## src/dmc_defs.svh

```systemverilog
// Constants for the DDR3 mode-register host controller
`ifndef DMC_DEFS_SVH
`define DMC_DEFS_SVH
// Bank codes selecting the target mode register
`define DMC_BA_MR0          3'h0
`define DMC_BA_MR1          3'h1
`define DMC_BA_MR2          3'h2
// Address bit positions, first mode register
`define DMC_MR1_DLL_DIS     0
`define DMC_MR1_DRV_LO      1
`define DMC_MR1_RTT_LO      2
`define DMC_MR1_AL_LO       3
`define DMC_MR1_DRV_HI      5
`define DMC_MR1_RTT_MID     6
`define DMC_MR1_WLVL        7
`define DMC_MR1_RTT_HI      9
`define DMC_MR1_QOFF        12
// Address bit positions, second mode register
`define DMC_MR2_PARTIAL_ARRAY_SELF_REFRESH_LO     0
`define DMC_MR2_CWL_LO      3
`define DMC_MR2_SRT         7
`define DMC_MR2_RTTWR_LO    9
// Address bit positions, zeroth mode register
`define DMC_MR0_DLL_RST     8
// Lock wait in memory clocks
`define DMC_DLL_LOCK_TIME   16'h0200
// Reset value of the link clock synchroniser
`define DMC_SYNC_RST        2'h0
`endif

```

## src/dmc_pkg.sv

```systemverilog
// Types for the DDR3 mode-register host controller
package dmc_pkg;
    typedef struct packed {
        logic        cs_n;
        logic        ras_n;
        logic        cas_n;
        logic        we_n;
        logic [2:0]  ba;
        logic [12:0] addr;
    } dmc_cmd_s;

    typedef struct packed {
        logic       dll_off;
        logic [1:0] drive_strength;
        logic [2:0] rtt_nom;
        logic [1:0] additive_latency;
        logic       write_level;
        logic       output_off;
        logic [1:0] rtt_wr;
        logic [2:0] cas_write_latency;
        logic       self_refresh_temp_range;
        logic [2:0] partial_array_self_refresh;
    } dmc_cfg_s;

    typedef enum logic [4:0] {
        DMC_IDLE = 5'b0_0001,
        DMC_WAIT = 5'b0_0010,
        DMC_MR1  = 5'b0_0100,
        DMC_MR2  = 5'b0_1000,
        DMC_LOCK = 5'b1_0000
    } dmc_state_e;
endpackage

```

## src/dmc_ctrl.sv

```systemverilog
// Host controller that programs DDR3 mode registers one and two and waits for DLL lock
`include "dmc_defs.svh"
module dmc_ctrl #(
    parameter int LOCK_CYCLES = `DMC_DLL_LOCK_TIME
) (
    // Clock and reset
    input  wire logic            clk,
    input  wire logic            rst,
    input  wire logic            ce,
    // User request
    input  wire logic            start,
    input  wire dmc_pkg::dmc_cfg_s cfg,
    input  wire logic [3:0]      cas_latency,
    output logic                 busy,
    output logic                 ready,
    output logic [4:0]           read_latency,
    output logic [4:0]           write_latency,
    output logic                 ack,
    // Memory side
    input  wire logic            mem_ck,
    output dmc_pkg::dmc_cmd_s    cmd,
    output logic                 cke,
    output logic                 odt
);
    import dmc_pkg::*;

    ////////////////////////////////////////////////////////////////////////////
    // Link clock edge detection
    logic [1:0]  ck_sync;
    logic        ck_last;
    logic        ck_rise;
    always_ff @(posedge clk or posedge rst) begin
        if (rst) begin
            ck_sync <= `DMC_SYNC_RST;
            ck_last <= 1'b0;
        end else if (ce) begin
            ck_sync <= {ck_sync[0], mem_ck};
            ck_last <= ck_sync[1];
        end
    end
    assign ck_rise = ck_sync[1] & ~ck_last;

    ////////////////////////////////////////////////////////////////////////////
    // Field packing
    function automatic logic [12:0] pack_mr1(input dmc_cfg_s c);
        logic [12:0] a;
        a = 13'h0000;
        a[`DMC_MR1_DLL_DIS] = c.dll_off;
        a[`DMC_MR1_DRV_LO] = c.drive_strength[0];
        a[`DMC_MR1_DRV_HI] = c.drive_strength[1];
        a[`DMC_MR1_AL_LO +: 2] = c.additive_latency;
        a[`DMC_MR1_WLVL] = c.write_level;
        a[`DMC_MR1_QOFF] = c.output_off;
        if (!c.dll_off) begin
            a[`DMC_MR1_RTT_LO] = c.rtt_nom[0];
            a[`DMC_MR1_RTT_MID] = c.rtt_nom[1];
            a[`DMC_MR1_RTT_HI] = c.rtt_nom[2];
        end
        return a;
    endfunction

    function automatic logic [12:0] pack_mr2(input dmc_cfg_s c);
        logic [12:0] a;
        a = 13'h0000;
        a[`DMC_MR2_PARTIAL_ARRAY_SELF_REFRESH_LO +: 3] = c.partial_array_self_refresh;
        a[`DMC_MR2_CWL_LO +: 3] = c.cas_write_latency;
        a[`DMC_MR2_SRT] = c.self_refresh_temp_range;
        a[`DMC_MR2_RTTWR_LO +: 2] = c.dll_off ? 2'h0 : c.rtt_wr;
        return a;
    endfunction

    function automatic dmc_cmd_s mrs(input logic [2:0] ba, input logic [12:0] a);
        dmc_cmd_s m;
        m.cs_n = 1'b0;
        m.ras_n = 1'b0;
        m.cas_n = 1'b0;
        m.we_n = 1'b0;
        m.ba = ba;
        m.addr = a;
        return m;
    endfunction

    localparam dmc_cmd_s NOP = '{cs_n: 1'b1, ras_n: 1'b1, cas_n: 1'b1, we_n: 1'b1,
                                 ba: 3'h0, addr: 13'h0000};

    ////////////////////////////////////////////////////////////////////////////
    // Sequencer
    dmc_state_e  state;
    dmc_cfg_s    held;
    logic [15:0] lock_cnt;
    always_ff @(posedge clk or posedge rst) begin
        if (rst) begin
            state <= DMC_IDLE;
            held <= '0;
            cmd <= NOP;
            lock_cnt <= 16'h0000;
            ack <= 1'b0;
        end else if (ce) begin
            ack <= 1'b0;
            case (state)
                DMC_IDLE: begin
                    if (start) begin
                        held <= cfg;
                        state <= DMC_WAIT;
                    end
                end
                DMC_WAIT: begin
                    if (ck_rise) begin
                        cmd <= mrs(`DMC_BA_MR2, pack_mr2(held));
                        state <= DMC_MR1;
                    end
                end
                DMC_MR1: begin
                    if (ck_rise) begin
                        cmd <= mrs(`DMC_BA_MR1, pack_mr1(held));
                        state <= DMC_MR2;
                    end
                end
                DMC_MR2: begin
                    if (ck_rise) begin
                        cmd <= NOP;
                        lock_cnt <= LOCK_CYCLES[15:0];
                        state <= held.dll_off ? DMC_IDLE : DMC_LOCK;
                        ack <= held.dll_off;
                    end
                end
                DMC_LOCK: begin
                    if (ck_rise) begin
                        lock_cnt <= lock_cnt - 16'h0001;
                        if (lock_cnt == 16'h0001) begin
                            state <= DMC_IDLE;
                            ack <= 1'b1;
                        end
                    end
                end
                default: state <= DMC_IDLE;
            endcase
        end
    end

    ////////////////////////////////////////////////////////////////////////////
    // Status and pins
    logic dll_ready;
    always_ff @(posedge clk or posedge rst) begin
        if (rst) begin
            dll_ready <= 1'b0;
            read_latency <= 5'h00;
            write_latency <= 5'h00;
        end else if (ce) begin
            if (state != DMC_IDLE) begin
                dll_ready <= 1'b0;
            end else if (ack) begin
                dll_ready <= ~held.dll_off;
            end
            read_latency <= 5'({1'b0, cas_latency}) + 5'({3'h0, held.additive_latency});
            write_latency <= 5'h05 + 5'({2'h0, held.cas_write_latency})
                             + 5'({3'h0, held.additive_latency});
        end
    end
    assign busy = (state != DMC_IDLE);
    assign ready = dll_ready & ~busy;
    assign cke = 1'b1;
    assign odt = 1'b0;
endmodule

```

## config.mk

```make
export PLATFORM = sky130hd
export DESIGN_NAME = dmc_ctrl
export DESIGN_NICKNAME = d
export VERILOG_FILES = /design/src/dmc_pkg.sv /design/src/dmc_ctrl.sv
export VERILOG_INCLUDE_DIRS = /design/src
export SDC_FILE = /design/constraint.sdc
export NUM_CORES = 1
export LEC_CHECK = 0
export BUFFER_PORTS_ARGS = -buffer_cell sky130_fd_sc_hd__buf_2
export CORE_MARGIN = 5
export CORE_UTILIZATION = 50
export DETAILED_ROUTE_END_ITERATION = 10
export GPL_TIMING_DRIVEN = 1
export HOLD_SLACK_MARGIN = 0.05
export PLACE_DENSITY = 0.76
export SYNTH_ARGS = -nofsm -noshare
export SYNTH_HDL_FRONTEND = slang
export SYNTH_SLANG_ARGS = --single-unit
```

## constraint.sdc

```tcl
create_clock -name clk -period 2.2 [get_ports clk]
set_clock_uncertainty 0.2 [all_clocks]
set_input_delay 0.22 -clock clk [delete_from_list [all_inputs] [get_ports clk]]
set_output_delay 0.22 -clock clk [all_outputs]
set_load 0.02 [all_outputs]
```

## After elaboration in Yosys (flattened, before gate mapping)

Index checks and enable logic that the tools add are counted.

- Reduce and logical (&&, ||, !) cells: 8
- Bitwise operators: 5
- Equal/unequal tests: 13
- Add/subtract/negate cells: 4
- Multiplexer cells: 25

Operators by type and width:

| cell | count |
|---|---|
| $mux W20 | 3 |
| $pmux W20 S3 | 1 |
| $mux W5 | 7 |
| $mux W16 | 2 |
| $pmux W16 S2 | 1 |
| $pmux W5 S5 | 1 |
| $eq A16 B1 Y1 const B | 1 |
| $sub A16 B1 Y16 const B | 1 |
| $ne A2 B2 Y1 const B | 6 |
| $add A4 B2 Y5 | 2 |
| $mux W1 | 8 |
| $reduce_and A7 Y1 | 1 |
| $eq A5 B1 Y1 const B | 1 |
| $eq A5 B2 Y1 const B | 1 |
| $eq A5 B3 Y1 const B | 1 |
| $eq A5 B4 Y1 const B | 1 |
| $eq A5 B5 Y1 const B | 1 |
| $ne A5 B1 Y1 const B | 1 |
| $reduce_and A5 Y1 | 1 |
| $add A3 B3 Y4 const A | 1 |
| $reduce_and A4 Y1 | 1 |
| $reduce_bool A2 Y1 | 2 |
| $not A1 Y1 | 3 |
| $reduce_and A3 Y1 | 1 |
| 5 further kinds | 6 |

- Output and inout bits: 35
- Word-level logic and storage cells: 79
- Register bits: 75
- Bits of input ports: 28

## Depth between registers and ports, before layout

Gate-level depths: netlist of the first run.

- Word-level depth: 4
- Mapped depth: 7
- Mapped depth without buffers: 6

## Worst setup path before layout of the first run

Ideal clock, no wire load.

- Path kind: register to register
- From: register state[1]
- To: register held[2] (netlist bit)
- Stages on the path, launching flop included: 7
- Setup time: 125 ps
- Data arrival time: 2,108 ps
- Setup slack: -233 ps
- Required time: 1,875 ps
- Cells stage by stage: dfrtp_1 clkbuf_1 nor3_1 nand3_1 nor2_1 clkbuf_1 mux2_2

- Longest elaborated chain between the ends: 2

RTL lines:

| what | line | source |
|---|---|---|
| start: declaration | dmc_ctrl.sv:88 | `dmc_state_e state;` |
| start signal: assignment | dmc_ctrl.sv:123 | `state <= held.dll_off ? DMC_IDLE : DMC_LOCK;` |
| $eq A5 B1 Y1 | dmc_ctrl.sv:100 | `case (state)` |
| $reduce_and A3 Y1 (no line) | - |  |
| end signal: assignment | dmc_ctrl.sv:103 | `held <= cfg;` |
| end: declaration | dmc_ctrl.sv:89 | `dmc_cfg_s held;` |

Every way passes these cells.
A chain may end at the register's enable or synchronous reset.

## Final worst setup path of the first run

- From: register lock_cnt[5]
- To: register state[1]

- Longest elaborated chain between the ends: 3

RTL lines:

| what | line | source |
|---|---|---|
| start: declaration | dmc_ctrl.sv:90 | `logic [15:0] lock_cnt;` |
| start signal: assignment | dmc_ctrl.sv:122 | `lock_cnt <= LOCK_CYCLES[15:0];` |
| start signal: assignment | dmc_ctrl.sv:129 | `lock_cnt <= lock_cnt - 16'h0001;` |
| $eq A16 B1 Y1 | dmc_ctrl.sv:130 | `if (lock_cnt == 16'h0001) begin` |
| $ne A2 B2 Y1 (no line) | - |  |
| $reduce_and A7 Y1 (no line) | - |  |

Every way passes these cells.

==> impl_metrics.toml, run 1 <==
[timing]
fin_setup_tns_ns = -0.881
timing.fmax_mhz = 413
rsz0062_at_grt = "true"
hold_violations = 0
drv_slew = 0
tightest_slew_ns = 0.521
fin_ws_ns = -0.223
setup_violations = 9
period_minus_slack_ns = 2.42
max_slew_margin_pct = 65.2
finalCritPeriodShare_pct = 110
worst_hold_slack_ns = 0.0874

[route]
first_iter_violations = 170
vias = 2605
ant_nets = 0
vias_per_cell = 5.34
wl_per_cell_um = 15.9
firstDrtPassIters = 4
drc = 0
routed_wl_um = 7770

[cts]
worstSkewPairLatency_ns = 0.35
clock_sink_count = 68
clockBufferDepth = 2
path_clk_slew_ns = 0.08
cts_tree = "built"
numCtsBuffers = 9
clockRootBuffer = "clkbuf_8"
htree_levels = 3

[floorplan]
start_util_pct = 51.2
core_um2 = 6350
die_x_um = 90.6
rows = 29
ios = 63
fp.dieArea_um2 = 8210
die_h_um = 90.6

[power]
power.internal_mw = 3.20
p_leak_nw = 2.10
p_clk_share_pct = 20.9
p_total_mw = 5.14
powerDensity_nw_per_um2 = 1200
vdd_drop_max_mv = 0.846
switchingPower_mw = 1.94
swShare_pct = 37.7
combPwrFrac_pct = 39.2
sequentialPowerShare_pct = 39.8

[worst_setup_path]
critPathCaptureType = "flip-flop"
critPathMaxFanout = 3
rrSetupSlack_ns = -0.22
crit_arrival_ns = 2.46
r2r_end = "state[1]"
path_class = "flip-flop to flip-flop"
reg2regPathDepth = 5
required_ns = 2.24
start_kind = "flip-flop"
timing.rr.start = "lock_cnt[5]"

[run_status]
status = "finished with violations"
violations = "negative setup slack"

[final_layout]
final_layout_size_suffix_gt1_share_pct = 35.8
n_fill_cell = 474
area_delta_synth_final_pct = 31.2
diodes = 0
finalNetCount = 442

[yosys]
synth_warnings = 0
yosys_register_bits = 68
synth_top_area_share_pct = 50.8
yosys-top-cells-area = "dfrtp_1 51%, mux2_2 8.0%, xnor2_1 3.5%"
synthTopCellsByCount = "66 x dfrtp_1, 25 x nand2_1, 25 x nor2_1"
synthArstFlopShare_pct = 100
ys.flop_type = "dfrtp_1"
synth.avg_cell_area_um2 = 10.6
synth-edff-count = 0
netlist-cell-type-count = 48
synth_top_area_cell = "dfrtp_1"
syn_area_um2 = 3250
yosysMostFrequentCell = "dfrtp_1"
synthCells = 307
synth-seq-area-share_pct = 52.4

[placed_design]
hpwl_um = 5060
io_buffers = 56
finalWeightedCongestion = 0.830

[global_route]
antenna_found_initial = 0
grt_start_max_net_pins = 48
use_met3_pct = 7.25
grt_pass1_wl_um = 13200
grt_usage_pct = 20.0
grt_pass1_vias = 2775
use_met1_pct = 23.5
grt_overflow = 0
grt-busiest-layer = "met2"
grt_use_met2_pct = 33.4

[run]
drv_cap = 0

[min_path]
hold_depth = 3
holdCritPathClass = "primary input to flip-flop"
min_from = "ce"
holdPathEnd = "ack"
[cells in the final DEF, fill, tap and decap left out, types with 3 or more instances in the layout]
cell and instances:
a21o_1 6, a21oi_1 9, a22oi_1 7, and3_1 4, buf_2 56, buf_4 27, clkbuf_8 10, conb_1 6
dfrtp_1 65, dlygate4sd3_1 24, ha_1 5, inv_1 14, mux2_2 23, nand2_1 25, nand3_1 4, nor2_1 24
nor2b_1 3, nor3_1 8, o21ai_0 18, or3_1 4, xnor2_1 13, xor2_1 3
[per-stage QoR]
stage	worst slack, ns	instances	instance area, µm²	utilization (%)
floorplan	-0.156	311	3290	-
global placement	-0.175	446	3750	59.0
detailed placement	-0.254	446	3750	59.0
CTS	-0.227	487	4220	66.4
global route	-0.282	488	4260	67.2
finish	-0.223	488	4260	67.2
[worst max-delay path by stage]
stage | from | endpoint | slack (ns)
2_1_floorplan | lock_cnt[5] | state[1] | -0.16
3_3_place_gp | lock_cnt[5] | state[1] | -0.17
3_5_place_dp | lock_cnt[5] | state[1] | -0.25
4_1_cts | lock_cnt[5] | state[1] | -0.23
5_1_grt | lock_cnt[5] | state[1] | -0.28
6_report | lock_cnt[5] | state[1] | -0.22
[power by group through the flow]
stage | clock (mW) | sequential (mW) | combinational [mW]
after global routing | 1.17 | 2.11 | 2.23
final | 1.07 | 2.05 | 2.02
after floorplan | 0 | 2.18 | 1.13
after detailed placement | 0 | 2.04 | 1.88
after global placement | 0 | 2.03 | 1.81
after CTS | 1.10 | 2.03 | 1.95
[area by class of cell]
| type | count | area, µm² | area share [%] |
|---|---|---|---|
| clock buffers | 10 | 138 | 3.23 |
| repair buffers | 108 | 743 | 17.4 |
| multi-input cells | 204 | 1460 | 34.1 |
| inverters | 15 | 56.3 | 1.32 |
| clock inverters | 6 | 70.1 | 1.64 |
| flip-flops and latches | 68 | 1710 | 40.0 |
| well taps | 77 | 96.3 | 2.26 |
[critical path: stages, from the launching register on]
cell	delay [ns]
dfrtp_1	0.38
or4_4	0.54
or3_4	0.36
o31ai_4	0.25
or3b_4	0.41
a21o_1	0.18
[logic make-up after synthesis]
logic type,Yosys count,share of synthesized area (%)
AND/OR/NAND/NOR,98,15.6
XOR/XNOR,16,4.31
flip-flops,68,52.4
adder cells (fa/ha/maj),8,3.54
other,2,0.231
multiplexers,23,7.97
buffers and inverters,39,5.62
AO/OA/AOI/OAI,53,10.4
[state kept, by name, indices dropped and copies added, names as in the netlist]
signal	count
held	19
lock_cnt	16
cmd	14
read_latency	5
state	5
write_latency	4
ck_sync	2
ack	1
ck_last	1
dll_ready	1
[timing repair]
action                                  CTS  global route
buffers inserted                          1             1
endpoints found under the hold margin    42             1
cloned                                    0             0
hold buffers                             24             1
endpoints found under the setup margin    9            15
pin swaps                                 0             5
resized for setup                         2            10
[routing by layer]
| metal | vias up | share of wire (%) |
|---|---|---|
| met4 | 0 | 2.1 |
| met5 | - | 0 |
| met3 | 16 | 5.6 |
| met1 | 1269 | 40 |
| met2 | 79 | 52 |
| li1 | 1241 | - |
Power figures use the tool's default switching activity.
==> run 2, diff against run 1 <==
CORE_UTILIZATION = 55   (was 50)
MAX_ROUTING_LAYER = met4   (was default)
PLACE_DENSITY = 0.79   (was 0.76)
clock period = 2.6 ns   (was 2.2 ns; I/O delays follow)
==> impl_metrics.toml, run 2 (synthesized netlist as in run 1, its figures left out) <==
[run_status]
status = "completed"

[cts]
cts_setup_buffers = 0
htree_levels = 3
clock_sink_count = 68
path_clk_slew_ns = 0.08
clockRootBuffer = "clkbuf_8"
cts_resized = 0
worstSkewPairLatency_ns = 0.35
clockBufferDepth = 2
hold_buffers = 23
numCtsBuffers = 9
cts_tree = "built"

[global_route]
grt_pass1_wl_um = 12700
grt_pass1_vias = 2688
grt_usage_pct = 22.6
grt_overflow = 0
antenna_found_initial = 0
grt_start_max_net_pins = 37

[power]
p_leak_nw = 1.96
vdd_drop_max_mv = 0.757
powerDensity_nw_per_um2 = 1030

[floorplan]
core_um2 = 5820
fp.dieArea_um2 = 7550
die_h_um = 86.9
ios = 63
start_util_pct = 55.9
rows = 28
die_x_um = 86.9

[final_layout]
diodes = 0
n_fill_cell = 420
final_layout_size_suffix_gt1_share_pct = 29.0
finalInstanceArea_um2 = 4020
finalNetCount = 421
final_cell_mix = "66 x dfrtp_1, 56 x buf_2, 25 x nand2_1"
largest_reg_flops = 19
area_delta_synth_final_pct = 23.6
largest_register = "held"
reg.largest.list = "held x19, lock_cnt x16, cmd x14"
final_common_cell = "dfrtp_1"

[timing]
finalCritPeriodShare_pct = 96.7
tightest_slew_ns = 0.596
fin_setup_tns_ns = 0
period_minus_slack_ns = 2.51
drv_slew = 0
timing.fmax_mhz = 398
max_slew_margin_pct = 60.0
setup_violations = 0
rsz0062_at_grt = "false"
hold_violations = 0

[route]
wl_per_cell_um = 16.3
vias_per_cell = 5.45
firstDrtPassIters = 4
vias = 2534
ant_nets = 0
routed_wl_um = 7580
drc = 0
first_iter_violations = 135

[worst_setup_path]
worst-path-buf-inv = 0
crit_arrival_ns = 2.55
path_class = "flip-flop to flip-flop"
critPathCaptureType = "flip-flop"
crit_chain = "or4_4 -> or3_4 -> o31ai_2 -> or3b_1 -> a21o_1"
critPathSlowestCell = "or4_4"
required_ns = 2.64
start_kind = "flip-flop"
critPathMaxFanout = 3
cp_slowest_stage_delay_ns = 0.55
worst_path_dominant_cell_family = "simple AND/OR/NAND/NOR gates"

[placed_design]
hpwl_um = 4780
io_buffers = 56
finalWeightedCongestion = 0.862
placed_cell_area_um2 = 3590

[min_path]
holdCritPathClass = "primary input to flip-flop"

[run]
drv_cap = 0
-- run 2: changes by cell type in the layout (fill, tap and decap cells not counted), moves of 2 or more --
cell        previous run  this run
buf_4                 27         7
nor4_2                 2         0
nor3_2                 2         0
a21oi_2                2         0
nor4_1                 2         4
nor3_1                 8        11
a21oi_1                9        11
clkinvlp_4             0         3
-- run 2: where the power goes --
group | switching (mW) | internal (mW) | leakage (nW) | total (mW)
Combinational | 0.829 | 0.671 | 1.01 | 1.50
Sequential | 0.312 | 1.43 | 0.864 | 1.75
Clock | 0.436 | 0.445 | 0.0918 | 0.881
-- run 2: worst paths after layout --
| path | slack, ns | cells after the start | to | startpoint |
|---|---|---|---|---|
| max | 0.09 | 5 | state[4] | lock_cnt[12] |
| min | 0.06 | 3 | read_latency[0] | cas_latency[0] |
| max reg2reg | 0.09 | 5 | state[4] | lock_cnt[12] |
| min reg2reg | 0.28 | 1 | cmd[14] | cmd[14] |
| max in group asynchronous | 1.43 | 4 | held[7] | rst |
| min in group asynchronous | 0.20 | 3 | cmd[7] | rst |
-- run 2: through the flow --
step | utilization [%] | hold slack [ns] | power (mW) | setup slack [ns] | std cells
2_1_floorplan | - | 0.177 | 2.77 | 0.167 | 311
3_3_place_gp | 61.7 | 0.0257 | 3.12 | 0.169 | 426
3_5_place_dp | 61.7 | 0.0340 | 3.19 | 0.113 | 426
4_1_cts | 69.1 | 0.0595 | 4.11 | 0.0875 | 465
5_1_grt | 69.1 | 0.0695 | 4.41 | 0.0179 | 465
6_report | 69.1 | 0.0625 | 4.13 | 0.0860 | 465
-- run 2: routing by layer --
layer	vias up	wire (µm)	part of all wire (%)	track usage, %
met5	-	0	0	-
met3	18	343	4.5	6.62
li1	1202	-	-	-
met4	0	180	2.4	7.93
met2	80	3940	52	36.9
met1	1234	3120	41	26.7
-- run 2: worst reg2reg max path: stages (launching register included) --
cell,delay (ns)
dfrtp_1,0.40
or4_4,0.55
or3_4,0.36
o31ai_2,0.31
or3b_1,0.40
a21o_1,0.19
-- run 2: layout make-up --
cell class,count,area (µm²),area share (%)
clock buffer,9,124,3.08
clock inverter,7,75.1,1.87
inverter,15,56.3,1.40
multi-input combinational,204,1380,34.4
sequential,68,1700,42.4
tap,75,93.8,2.34
timing repair buffer,87,583,14.5
==> run 3, diff against run 2 <==
BUFFER_PORTS_ARGS = default   (was -buffer_cell sky130_fd_sc_hd__buf_2)
CORE_UTILIZATION = 63   (was 55)
DONT_BUFFER_PORTS = 1   (was default)
clock period = 2.8 ns   (was 2.6 ns; I/O delays follow)
==> impl_metrics.toml, run 3 (synthesized netlist as in run 1, its figures left out) <==
[cts]
htree_levels = 3
worstSkewPairLatency_ns = 0.34
cts_resized = 0
clock_sink_count = 68
path_clk_slew_ns = 0.07
cts_tree = "built"
cts_setup_buffers = 0
clockRootBuffer = "clkbuf_8"
hold_buffers = 27
numCtsBuffers = 9
clockBufferDepth = 2

[worst_setup_path]
critPathMaxFanout = 3
worst-path-buf-inv = 0
r2r_end = "state[4]"
reg2regPathDepth = 5
start_kind = "flip-flop"
cp_slowest_stage_delay_ns = 0.55
critPathCaptureType = "flip-flop"
rrSetupSlack_ns = 0.31
worst_path_dominant_cell_family = "simple AND/OR/NAND/NOR gates"
critPathSlowestCell = "or4_4"
cp-startpoint = "lock_cnt[12]"
path_depth = 5
required_ns = 2.84
crit_arrival_ns = 2.53
setup.worst_path.end = "state[4]"
crit_chain = "or4_4 -> or3_4 -> o31ai_2 -> or3b_1 -> a21o_1"
timing.rr.start = "lock_cnt[12]"
path_class = "flip-flop to flip-flop"

[timing]
hold_violations = 0
setup_violations = 0
rsz0062_at_grt = "false"
fin_setup_tns_ns = 0
period_minus_slack_ns = 2.49
tightest_slew_ns = 0.878
timing.fmax_mhz = 401
finalCritPeriodShare_pct = 89.0
drv_slew = 0
max_slew_margin_pct = 41.3

[floorplan]
die_x_um = 81.8
die_h_um = 81.8
fp.dieArea_um2 = 6700
start_util_pct = 64.1
rows = 26
ios = 63
core_um2 = 5070

[global_route]
grt_overflow = 0
antenna_found_initial = 0
grt_pass1_vias = 2566
grt_start_max_net_pins = 31
grt_pass1_wl_um = 12500
grt_usage_pct = 26.5

[final_layout]
final_layout_size_suffix_gt1_share_pct = 16.6
final_common_cell = "dfrtp_1"
area_delta_synth_final_pct = 15.4
finalNetCount = 368
reg.largest.list = "held x19, lock_cnt x16, cmd x14"
largest_register = "held"
final_cell_mix = "66 x dfrtp_1, 27 x dlygate4sd3_1, 25 x nand2_1"
diodes = 0
largest_reg_flops = 19

[route]
first_iter_violations = 178
wl_per_cell_um = 18.4
routed_wl_um = 7480
ant_nets = 0
vias_per_cell = 5.95
vias = 2421
firstDrtPassIters = 4
drc = 0

[run_status]
status = "completed"

[power]
vdd_drop_max_mv = 0.683
powerDensity_nw_per_um2 = 992
p_leak_nw = 1.72
p_total_mw = 3.72

[placed_design]
io_buffers = 0
hpwl_um = 4710
finalWeightedCongestion = 0.898

[run]
drv_cap = 0

[min_path]
holdCritPathClass = "primary input to flip-flop"
[run 3: cell count changes in the layout (fill, tap and decap cells not counted)]
cell / delta
buf_2: -56
inv_6: +1
dlygate4sd3_1: +4
buf_12: -1
clkinv_4: -1
[run 3: power breakdown]
part           switching, mW  internal [mW]
Clock                  0.394          0.415
Sequential             0.505           1.33
Combinational          0.545          0.531
Total                   1.45           2.28
[run 3: cell type report]
type                       instances  area (µm²)
timing repair buffer              34         323
tap                               70        87.6
sequential                        68        1700
inverter                          15        56.3
multi-input combinational        204        1380
clock inverter                     7        75.1
clock buffer                       9         124
fill                             333        1320
[run 3: worst reg2reg max path, cell delays in order, from the launching register on]
cell and delay [ns]:
dfrtp_1 0.40, or4_4 0.55, or3_4 0.37, o31ai_2 0.29
or3b_1 0.40, a21o_1 0.19
[run 3: stage by stage]
step / utilization, % / area [µm²] / setup slack (ns) / hold slack, ns / std cells
floorplan: - / 3270 / 0.367 / 0.197 / 311
global placement: 64.7 / 3280 / 0.370 / 0.0660 / 364
detailed placement: 64.7 / 3280 / 0.327 / 0.0713 / 364
CTS: 73.9 / 3750 / 0.312 / 0.0614 / 407
global route: 73.9 / 3750 / 0.216 / 0.0983 / 407
finish: 73.9 / 3750 / 0.308 / 0.0921 / 407
[run 3: worst min path at each step]
stage | from | endpoint | slack [ns] | depth (start not counted)
2_1_floorplan | cfg[11] | held[11] | 0.20 | 2
3_3_place_gp | rst | cmd[12] | 0.07 | 1
3_5_place_dp | rst | cmd[12] | 0.07 | 1
4_1_cts | cas_latency[1] | read_latency[1] | 0.06 | 3
5_1_grt | cas_latency[1] | read_latency[1] | 0.1 | 3
6_report | cas_latency[1] | read_latency[1] | 0.09 | 3
[run 3: per-layer routing]
layer	global-route usage, %	vias up	part of all wire, %
met5	-	-	0
met4	15.8	0	4.3
met3	7.35	28	6.4
met2	41.4	81	52
met1	30.4	1208	38
li1	-	1104	-
